File: config.mk
export PLATFORM = sky130hd
export DESIGN_NAME = mpc_regs
export DESIGN_NICKNAME = d
export VERILOG_FILES = /design/src/pkg/mpc_pkg.sv /design/src/hdl/mpc_regs.sv
export SDC_FILE = /design/constraint.sdc
export NUM_CORES = 1
export LEC_CHECK = 0
export ABC_CLOCK_PERIOD_IN_PS = 6900
export BUFFER_PORTS_ARGS = -buffer_cell sky130_fd_sc_hd__buf_2
export CAP_MARGIN = 40
export CORE_MARGIN = 2
export CORE_UTILIZATION = 41
export DETAILED_ROUTE_END_ITERATION = 12
export PLACE_DENSITY_LB_ADDON = 0.12
export SYNTH_ARGS = -nofsm -noshare
export SYNTH_HDL_FRONTEND = slang
export SYNTH_SLANG_ARGS = --single-unit
File: constraint.sdc
create_clock -name CLK -period 6.9 [get_ports CLK]
set_input_delay 1.035 -clock CLK [delete_from_list [all_inputs] [get_ports CLK]]
set_output_delay 1.035 -clock CLK [all_outputs]
set_load 0.02 [all_outputs]
File: src/pkg/mpc_pkg.sv
package mpc_pkg;
    // ==========================================
    // Register indices on the software port.
    localparam logic [3:0] MPC_ADDR_CONTROL = 4'h0;
    localparam logic [3:0] MPC_ADDR_PORT5_DATA = 4'h1;
    localparam logic [3:0] MPC_ADDR_PORT5_DIR = 4'h5;
    localparam logic [3:0] MPC_ADDR_PORT6_DIR = 4'h6;
    localparam logic [3:0] MPC_ADDR_AMP_CFG = 4'h9;
    localparam logic [3:0] MPC_ADDR_CONV_CFG = 4'ha;
    localparam logic [3:0] MPC_ADDR_PULLDOWN = 4'hb;
    localparam logic [3:0] MPC_ADDR_OPEN_DRAIN = 4'hc;
    localparam logic [3:0] MPC_ADDR_PULLHIGH = 4'hd;
    localparam logic [3:0] MPC_ADDR_WATCHDOG = 4'he;
    localparam logic [3:0] MPC_ADDR_IRQ_MASK = 4'hf;
    localparam logic [3:0] MPC_ADDR_IRQ_STATUS = 4'h7;
    // ==========================================
    // Reset values.
    localparam logic [7:0] MPC_RST_CONTROL = 8'h3f;
    localparam logic [7:0] MPC_RST_DIR = 8'hff;
    localparam logic [7:0] MPC_RST_ZERO = 8'h00;
    localparam logic [7:0] MPC_RST_PULL = 8'hff;
    // ==========================================
    // Field positions and masks.
    localparam int MPC_BIT_EDGE = 7;
    localparam int MPC_BIT_GIE = 6;
    localparam int MPC_BIT_SRC = 5;
    localparam int MPC_BIT_CEDGE = 4;
    localparam int MPC_BIT_OWNER = 3;
    localparam int MPC_BIT_WDT_ON = 7;
    localparam int MPC_BIT_EIS = 6;
    localparam int MPC_IRQ_EXT = 2;
    localparam logic [7:0] MPC_MASK_PULLHIGH = 8'hef;
    localparam logic [7:0] MPC_MASK_WATCHDOG = 8'hc0;
    localparam logic [7:0] MPC_MASK_IRQ = 8'h7f;
    localparam logic [2:0] MPC_GAIN2_MAX = 3'h5;
    localparam logic [2:0] MPC_GAIN1_MAX = 3'h4;
    // Instruction sequencer states for global enable.
    typedef enum logic [2:0] {
        MPC_RUN = 3'b001,
        MPC_ENTER = 3'b010,
        MPC_IN_IRQ = 3'b100
    } mpc_state_t;
endpackage : mpc_pkg

File: src/hdl/mpc_regs.sv
// The strobed register port and the placing of the registers were decided locally.
`timescale 1ns/1ps
module mpc_regs
    import mpc_pkg::*;
(
    // Clock and reset.
    input wire logic CLK,
    input wire logic SYS_RST,
    // Software register port.
    input wire logic [3:0] ADDR,
    input wire logic [7:0] WDATA,
    input wire logic WR,
    input wire logic RD,
    output logic [7:0] RDATA,
    // Instruction events.
    input wire logic GLOBAL_ENABLE_INSTRUCTION,
    input wire logic GLOBAL_DISABLE_INSTRUCTION,
    input wire logic RETURN_FROM_IRQ_INSTRUCTION,
    input wire logic IRQ_ACK,
    // Pins and hardware events.
    input wire logic [7:0] PORT5_PIN,
    input wire logic COUNTER_PIN,
    input wire logic [6:0] IRQ_EVENT,
    // Processor request and derived controls.
    output logic IRQ_TO_CPU,
    output logic COUNT_TICK,
    output logic [7:0] TIMER_DIV_MASK,
    output logic [7:0] WATCHDOG_DIV_MASK,
    output logic [7:0] PORT5_OE,
    output logic [7:0] PORT6_OE,
    output logic [7:0] PORT6_ANALOG,
    output logic [7:0] PULLDOWN_EN,
    output logic [7:0] OPENDRAIN_EN,
    output logic [7:0] PULLHIGH_EN,
    output logic AMP1_ON,
    output logic AMP2_ON,
    output logic [2:0] AMP1_GAIN,
    output logic [2:0] AMP2_GAIN,
    output logic REF_FROM_PIN,
    output logic COMPARATOR_ON,
    output logic COMPARATOR_DRIVES_PIN,
    output logic [1:0] CONV_CLOCK_SEL,
    output logic WATCHDOG_RUN
);
    import mpc_pkg::*;

    // ==========================================
    // Register storage.
    logic [7:0] control;
    logic [7:0] port5_direction;
    logic [7:0] port6_direction;
    logic [7:0] amplifier_config;
    logic [7:0] converter_comparator_config;
    logic [7:0] pulldown_control;
    logic [7:0] open_drain_control;
    logic [7:0] pullhigh_control;
    logic [7:0] watchdog_control;
    logic [7:0] interrupt_mask;
    logic [6:0] pending;
    logic int_pin_q;
    logic cnt_pin_q;
    mpc_state_t state;

    // ==========================================
    // Decode of write strobes.
    wire wr_control = WR && ADDR == MPC_ADDR_CONTROL;
    wire wr_p5dir = WR && ADDR == MPC_ADDR_PORT5_DIR;
    wire wr_p6dir = WR && ADDR == MPC_ADDR_PORT6_DIR;
    wire wr_amp = WR && ADDR == MPC_ADDR_AMP_CFG;
    wire wr_conv = WR && ADDR == MPC_ADDR_CONV_CFG;
    wire wr_pd = WR && ADDR == MPC_ADDR_PULLDOWN;
    wire wr_od = WR && ADDR == MPC_ADDR_OPEN_DRAIN;
    wire wr_ph = WR && ADDR == MPC_ADDR_PULLHIGH;
    wire wr_wdt = WR && ADDR == MPC_ADDR_WATCHDOG;
    wire wr_mask = WR && ADDR == MPC_ADDR_IRQ_MASK;
    wire wr_status = WR && ADDR == MPC_ADDR_IRQ_STATUS;

    // External pin is only seen when its function is selected; else the path is masked.
    wire ext_path_on = watchdog_control[MPC_BIT_EIS];
    wire int_pin = PORT5_PIN[0];
    wire int_rise = int_pin && !int_pin_q;
    wire int_fall = !int_pin && int_pin_q;
    wire ext_edge = ext_path_on && (control[MPC_BIT_EDGE] ? int_fall : int_rise);
    wire cnt_rise = COUNTER_PIN && !cnt_pin_q;
    wire cnt_fall = !COUNTER_PIN && cnt_pin_q;
    wire pin_tick = control[MPC_BIT_CEDGE] ? cnt_fall : cnt_rise;
    wire next_count_tick = control[MPC_BIT_SRC] ? pin_tick : 1'b1;

    // Hardware events, with the external edge folded into its own source.
    logic [6:0] events;
    always_comb begin
        events = IRQ_EVENT;
        events[MPC_IRQ_EXT] = IRQ_EVENT[MPC_IRQ_EXT] | ext_edge;
    end

    // Writing a one keeps the flag, a zero clears it; hardware sets win over the clear.
    wire [6:0] next_pending = (wr_status ? (pending & WDATA[6:0]) : pending) | events;
    wire [6:0] active = pending & interrupt_mask[6:0];
    wire next_irq = (|active) && control[MPC_BIT_GIE] && state == MPC_RUN;

    // Prescaler divide masks: counter 2^(n+1), watchdog 2^n, the other side passes through.
    wire [8:0] tdiv_full = 9'h002 << control[2:0];
    wire [8:0] wdiv_full = 9'h001 << control[2:0];
    wire [7:0] next_tdiv = control[MPC_BIT_OWNER] ? 8'h00 : 8'((tdiv_full - 9'h001) & 9'h0ff);
    wire [7:0] next_wdiv = control[MPC_BIT_OWNER] ? 8'((wdiv_full - 9'h001) & 9'h0ff) : 8'h00;

    // Port 6 analog pins 0..k, a thermometer code.
    wire [8:0] analog_full = 9'h002 << converter_comparator_config[4:2];
    wire [7:0] next_analog = 8'(analog_full - 9'h001);

    // Open-drain and pull-high enables keep the register's bit order: lane n is register bit n.
    // One 8-bit lane set cannot carry pins of two ports by pin number without port 5 pins 1 and 2
    // colliding with port 6 lanes, so the pad ring applies the final pin mapping.
    wire [7:0] next_od = ~open_drain_control;
    wire [7:0] next_ph = ~pullhigh_control & MPC_MASK_PULLHIGH;

    // Read mux; port 5 read returns the live pin levels, including pin 0.
    logic [7:0] next_rdata;
    always_comb begin
        case (ADDR)
            MPC_ADDR_CONTROL: next_rdata = control;
            MPC_ADDR_PORT5_DATA: next_rdata = PORT5_PIN;
            MPC_ADDR_PORT5_DIR: next_rdata = port5_direction;
            MPC_ADDR_PORT6_DIR: next_rdata = port6_direction;
            MPC_ADDR_AMP_CFG: next_rdata = amplifier_config;
            MPC_ADDR_CONV_CFG: next_rdata = converter_comparator_config;
            MPC_ADDR_PULLDOWN: next_rdata = pulldown_control;
            MPC_ADDR_OPEN_DRAIN: next_rdata = open_drain_control;
            MPC_ADDR_PULLHIGH: next_rdata = pullhigh_control;
            MPC_ADDR_WATCHDOG: next_rdata = watchdog_control;
            MPC_ADDR_IRQ_MASK: next_rdata = interrupt_mask;
            MPC_ADDR_IRQ_STATUS: next_rdata = {1'b0, active};
            default: next_rdata = 8'h00;
        endcase
    end

    // Global enable sequencing: entry clears the flag, return restores it.
    logic [7:0] next_control;
    mpc_state_t next_state;
    always_comb begin
        next_control = wr_control ? WDATA : control;
        next_state = state;
        case (state)
            MPC_RUN: begin
                if (IRQ_ACK) begin
                    next_state = MPC_ENTER;
                end
            end
            MPC_ENTER: next_state = MPC_IN_IRQ;
            MPC_IN_IRQ: begin
                if (RETURN_FROM_IRQ_INSTRUCTION) begin
                    next_state = MPC_RUN;
                end
            end
            default: next_state = MPC_RUN;
        endcase
        if (GLOBAL_ENABLE_INSTRUCTION || RETURN_FROM_IRQ_INSTRUCTION) begin
            next_control[MPC_BIT_GIE] = 1'b1;
        end
        if (GLOBAL_DISABLE_INSTRUCTION || IRQ_ACK) begin
            next_control[MPC_BIT_GIE] = 1'b0;
        end
    end

    // ==========================================
    // Software-written registers.
    always_ff @(posedge CLK or posedge SYS_RST) begin
        if (SYS_RST) begin
            control <= MPC_RST_CONTROL;
            port5_direction <= MPC_RST_DIR;
            port6_direction <= MPC_RST_DIR;
            amplifier_config <= MPC_RST_ZERO;
            converter_comparator_config <= MPC_RST_ZERO;
            pulldown_control <= MPC_RST_PULL;
            open_drain_control <= MPC_RST_PULL;
            pullhigh_control <= MPC_RST_PULL & MPC_MASK_PULLHIGH;
            watchdog_control <= MPC_RST_ZERO;
            interrupt_mask <= MPC_RST_ZERO;
        end else begin
            control <= next_control;
            if (wr_p5dir) port5_direction <= WDATA;
            if (wr_p6dir) port6_direction <= WDATA;
            if (wr_amp) amplifier_config <= WDATA;
            if (wr_conv) converter_comparator_config <= WDATA;
            if (wr_pd) pulldown_control <= WDATA;
            if (wr_od) open_drain_control <= WDATA;
            if (wr_ph) pullhigh_control <= WDATA & MPC_MASK_PULLHIGH;
            if (wr_wdt) watchdog_control <= WDATA & MPC_MASK_WATCHDOG;
            if (wr_mask) interrupt_mask <= WDATA & MPC_MASK_IRQ;
        end
    end

    // ==========================================
    // Flags, edge history, sequencer and registered outputs.
    always_ff @(posedge CLK or posedge SYS_RST) begin
        if (SYS_RST) begin
            pending <= 7'h00;
            int_pin_q <= 1'b0;
            cnt_pin_q <= 1'b0;
            state <= MPC_RUN;
            RDATA <= 8'h00;
            IRQ_TO_CPU <= 1'b0;
            COUNT_TICK <= 1'b0;
            TIMER_DIV_MASK <= 8'h00;
            WATCHDOG_DIV_MASK <= 8'h00;
        end else begin
            pending <= next_pending;
            int_pin_q <= int_pin;
            cnt_pin_q <= COUNTER_PIN;
            state <= next_state;
            RDATA <= RD ? next_rdata : 8'h00;
            IRQ_TO_CPU <= next_irq;
            COUNT_TICK <= next_count_tick;
            TIMER_DIV_MASK <= next_tdiv;
            WATCHDOG_DIV_MASK <= next_wdiv;
        end
    end

    // Pin and analog configuration outputs, registered so they track the stored words.
    always_ff @(posedge CLK or posedge SYS_RST) begin
        if (SYS_RST) begin
            PORT5_OE <= 8'h00;
            PORT6_OE <= 8'h00;
            PORT6_ANALOG <= 8'h00;
            PULLDOWN_EN <= 8'h00;
            OPENDRAIN_EN <= 8'h00;
            PULLHIGH_EN <= 8'h00;
            AMP1_ON <= 1'b0;
            AMP2_ON <= 1'b0;
            AMP1_GAIN <= 3'h0;
            AMP2_GAIN <= 3'h0;
            REF_FROM_PIN <= 1'b0;
            COMPARATOR_ON <= 1'b0;
            COMPARATOR_DRIVES_PIN <= 1'b0;
            CONV_CLOCK_SEL <= 2'h0;
            WATCHDOG_RUN <= 1'b0;
        end else begin
            // Pin 0 of port 5 never drives while it is the interrupt input.
            PORT5_OE <= ~port5_direction & {7'h7f, ~ext_path_on};
            PORT6_OE <= ~port6_direction;
            PORT6_ANALOG <= next_analog;
            PULLDOWN_EN <= ~pulldown_control;
            OPENDRAIN_EN <= next_od;
            PULLHIGH_EN <= next_ph;
            AMP2_ON <= amplifier_config[7];
            AMP1_ON <= amplifier_config[6];
            // Codes above the top gain are clamped; the amplifiers have no higher step.
            AMP2_GAIN <= (amplifier_config[5:3] > MPC_GAIN2_MAX) ? MPC_GAIN2_MAX : amplifier_config[5:3];
            AMP1_GAIN <= (amplifier_config[2:0] > MPC_GAIN1_MAX) ? MPC_GAIN1_MAX : amplifier_config[2:0];
            REF_FROM_PIN <= converter_comparator_config[7];
            COMPARATOR_ON <= converter_comparator_config[6];
            COMPARATOR_DRIVES_PIN <= converter_comparator_config[6] & converter_comparator_config[5];
            CONV_CLOCK_SEL <= converter_comparator_config[1:0];
            WATCHDOG_RUN <= watchdog_control[MPC_BIT_WDT_ON];
        end
    end

    // ==========================================
    // Checks.
    property p_ext_rise;
        @(posedge CLK) disable iff (SYS_RST)
        ext_path_on && !control[MPC_BIT_EDGE] && int_rise |=> pending[MPC_IRQ_EXT];
    endproperty
    a_ext_rise: assert property (p_ext_rise) else $error("rising edge not flagged");

    property p_gie_off;
        @(posedge CLK) disable iff (SYS_RST)
        GLOBAL_DISABLE_INSTRUCTION |=> !control[MPC_BIT_GIE] ##1 !IRQ_TO_CPU;
    endproperty
    a_gie_off: assert property (p_gie_off) else $error("global disable ignored");

    property p_src_internal;
        @(posedge CLK) disable iff (SYS_RST)
        !control[MPC_BIT_SRC] |=> COUNT_TICK;
    endproperty
    a_src_internal: assert property (p_src_internal) else $error("internal tick missing");

    property p_wdiv;
        @(posedge CLK) disable iff (SYS_RST)
        control[MPC_BIT_OWNER] && control[2:0] == 3'h7 |=> WATCHDOG_DIV_MASK == 8'h7f && TIMER_DIV_MASK == 8'h00;
    endproperty
    a_wdiv: assert property (p_wdiv) else $error("watchdog ratio wrong");

    property p_status_and;
        @(posedge CLK) disable iff (SYS_RST)
        RD && ADDR == MPC_ADDR_IRQ_STATUS |=> RDATA == {1'b0, $past(pending) & $past(interrupt_mask[6:0])};
    endproperty
    a_status_and: assert property (p_status_and) else $error("status read not masked");

    property p_no_sw_set;
        @(posedge CLK) disable iff (SYS_RST)
        wr_status && IRQ_EVENT == 7'h00 && !ext_edge |=> (pending & ~$past(pending)) == 7'h00;
    endproperty
    a_no_sw_set: assert property (p_no_sw_set) else $error("software set a flag");

    property p_mask_top;
        @(posedge CLK) disable iff (SYS_RST)
        RD && ADDR == MPC_ADDR_IRQ_MASK |=> !RDATA[7];
    endproperty
    a_mask_top: assert property (p_mask_top) else $error("mask bit 7 not zero");

    property p_write_back;
        @(posedge CLK) disable iff (SYS_RST)
        wr_amp |=> amplifier_config == $past(WDATA);
    endproperty
    a_write_back: assert property (p_write_back) else $error("readback mismatch");

    property p_irq_gate;
        @(posedge CLK) disable iff (SYS_RST)
        IRQ_TO_CPU |-> $past(control[MPC_BIT_GIE]) && $past(|active);
    endproperty
    a_irq_gate: assert property (p_irq_gate) else $error("request passed without enables");
endmodule : mpc_regs

==> qor_table.md <==
| Result | Reported |
| --- | --- |
| TNS Setup | 0 ns |
| Cts-stage hold buffer count | 0 |
| Max Slew Vio Count | 0 |
| Residual antenna-violating net count after detailed routing | 0 |
| Cells taking the most area after synthesis | dfrtp_1 (45%), dfstp_2 (17%), mux2_2 (12%), inv_1 (2.5%), mux2i_1 (1.4%) |
| First-pass GRT wire length | 26300 um |
| First DRT Iteration DRCs | 253 |
| Status | finished clean |
| Per-cell via count in the routed design | 5.11 |
| Area enclosed by the die boundary | 18000 um^2 |
| Max-cap violations | 0 |
| Placement row count | 47 |
| CP max FO | 45 |
| Number of setup buffers added after CTS | 0 |
| Commonest cells in the synthesized netlist | dfrtp_1 (125), mux2_2 (77), dfstp_2 (46), inv_1 (46), nor2_1 (26) |
| Final critical path time including I/O delays and setup | 2.62 ns |
| Clock sink count | 171 |
| Number of buffers created by CTS | 17 |
| Placeable core area | 16600 um^2 |
| Layout overhead on the synthesized area | 19.3% |
| Final design utilization | 49.9% |
| Synth Area per Inst | 12.8 um^2 |
| Fraction of final layout cells with drive strength greater than 1 | 44.2% |
| TritonCTS clock tree | done |
| Total DRC errors in the routed layout | 0 |
| Part of the Yosys area used for sequential elements | 62.5% |
| CP arrival | 2.96 ns |
| Yosys reg bits | 171 |
| Main synth FF type | dfrtp_1 |
| Unrepaired setup endpoints after global routing | no |
| Ant. Diodes | 0 |
| FMAX | 0.382 GHz |
| Post-Syn Instances | 542 |
| Worst-skew pair later-pin latency | 0.43 ns |
| Total global routing overflow | 0 |
| H-tree depth reported by CTS | 4 |
| Start point of the critical path | ADDR[2] |
| Setup crit start kind | input pin |
| YS warnings | 0 |
| Synth unique cells | 60 |
| Hold violation count in the final report | 0 |
| Layout Nets | 689 |
| Critical-path top delay cell | buf_2 |
| Post-route fraction of the period consumed by the critical path | 38.0% |
| Average wire length per cell after detail routing | 19.0 um |
| Final Skew | 0.00876 ns |
| Hold Crit Class | reg -> reg |
| Async S/R FF share, synth | 100% |
| Number of flops mapped to enable cells by yosys | 0 |
| Vias in the first global route | 4624 |
| Clock root buffer | clkbuf_16 |
| Maximum number of pins on one net before global-route repair | 89 |
| CTS Buffer Depth | 2 |
| Kind of end point of the critical path | register |
| Power per Cell Area | 354 nW/um^2 |
| Smallest hold slack | 0.402 ns |
| Actual transition at the worst max-transition pin | 0.885 ns |
| CP Data Required Time | 7.24 ns |
| Post-detail-place hpwl | 11700 um |
| Critical path class | in -> reg |
| Chip Height | 134 um |
| # IOs | 124 |
| Reg-to-Reg Start | converter_comparator_config[4]$_DFFE_PP0P_ |
| Initial core utilization | 41.9% |
| Startpoint of the tightest hold check path | converter_comparator_config[0]$_DFFE_PP0P_ |
| Mapped Area | 6940 um^2 |
| Cell-by-cell listing of the critical path | buf_2 > nor2_2 > a221o_1 > or3_1 > o31ai_1 |
| Count of input and output buffers | 122 |
| Max stage delay on crit path | 0.67 ns |
| Share of Yosys cell area claimed by the top area cell type | 45.1% |
| PostCTS Resize Cnt | 0 |
| Biggest area consumer among synthesized cells | dfrtp_1 |
| Final routed wirelength across all metal layers | 16900 um |
| Routed via count | 4523 |
| Worst voltage drop across the vdd grid | 0.194 mV |
| Endpoints failing setup | 0 |
| Worst relative slew slack | 41.0% |
| Most instantiated library cell after synthesis | dfrtp_1 |
| Final weighted congestion of routability-driven global placement | 0.826 |
| Die X | 134 um |
| Clock-pin slew reported for the worst setup and hold paths after clock tree synthesis | 0.07 ns |
| Leakage power summed over all cells | 0.00373 uW |
| Antenna violations before repair | 0 |
| All-layer global routing usage | 19.6% |
| Number of optimization iterations in the first detailed-route pass | 4 |
==> final timing paths <==
| kind | endpoint | slack (ns) | cells after the start |
|---|---|---|---|
| hold reg to reg | CONV_CLOCK_SEL[0]$_DFF_PP0_ | 0.40 | 0 |
| setup reg to reg | PORT6_ANALOG[7]$_DFF_PP0_ | 5.19 | 4 |
| max in group asynchronous | AMP2_GAIN[0]$_DFF_PP0_ | 5.35 | 3 |
| min in group asynchronous | TIMER_DIV_MASK[0]$_DFF_PP0_ | 0.54 | 2 |
| setup / recovery | RDATA[4]$_DFF_PP0_ | 4.28 | 5 |
| hold / removal | CONV_CLOCK_SEL[0]$_DFF_PP0_ | 0.40 | 0 |
==> where the power goes <==
| part | internal (uW) | switching, uW | total, uW |
|---|---|---|---|
| combinational | 239 | 349 | 588 |
| sequential | 1270 | 144 | 1410 |
| clock | 529 | 400 | 929 |
| total | 2040 | 892 | 2930 |
==> area by class of cell <==
type / instances / area (um^2)
fillers: 1556 / 8300
flip-flops and latches: 171 / 4340
multi-input cells: 292 / 2260
repair buffers: 124 / 646
clock buffers: 21 / 470
well taps: 220 / 275
inverters: 46 / 178
clock inverters: 11 / 111
==> state kept, by name, summed over array words and instances, names as in the netlist, 8 cells and up <==
signal / cells
OPENDRAIN_EN: 8
port5_direction: 8
WATCHDOG_DIV_MASK: 8
PULLDOWN_EN: 8
TIMER_DIV_MASK: 8
amplifier_config: 8
control: 8
PORT5_OE: 8
PORT6_OE: 8
converter_comparator_config: 8
port6_direction: 8
PORT6_ANALOG: 8
pulldown_control: 8
RDATA: 8
open_drain_control: 8
==> worst max-delay path: cells and delay by family <==
kind	cells	cell delay, ns
AOI/OAI and AO/OA	2	0.63
buffers and inverters	1	0.67
and+or+nand+nor	2	0.61
==> cells by family after synthesis <==
logic type | Yosys count | share of synthesized area (%)
simple gates | 117 | 9.70
fa+ha+maj | 1 | 0.180
flops | 171 | 62.5
xor+xnor | 3 | 0.379
other cells | 2 | 0.108
buf+inv | 80 | 4.99
mux | 87 | 13.9
compound gates | 81 | 8.24
==> stage by stage <==
stage / cells / setup slack [ns] / area [um^2] / power (uW)
detailed placement: 853 / 3.86 / 7700 / 2020
finish: 885 / 4.28 / 8280 / 2930
global placement: 852 / 3.93 / 7670 / 2010
global route: 885 / 4.21 / 8280 / 3080
CTS: 885 / 4.31 / 8280 / 2960
floorplan: 543 / 1.31 / 6950 / 1800
==> routing by layer <==
| layer | part of all wire (%) | global-route usage, % |
|---|---|---|
| met1 | 46 | 26.9 |
| met2 | 48 | 31.5 |
| met3 | 4.9 | 4.31 |
| met4 | 1.1 | 5.61 |
| met5 | 0 | 0 |
==> cells in the final DEF, fill, tap and decap left out, types with 7 or more instances in the layout <==
cell	netlist	layout
inv_1	46	45
nand2_1	20	20
o21ai_0	17	17
dfstp_2	46	46
and3_1	8	8
a31oi_1	8	8
mux2i_1	10	10
clkbuf_16	0	17
a21oi_1	11	11
nand3_1	8	8
nand2b_1	10	10
dfrtp_1	125	125
nor2_4	7	7
buf_2	13	122
mux2_2	77	77
nor2_1	26	26
Power figures use the tool's default switching activity.
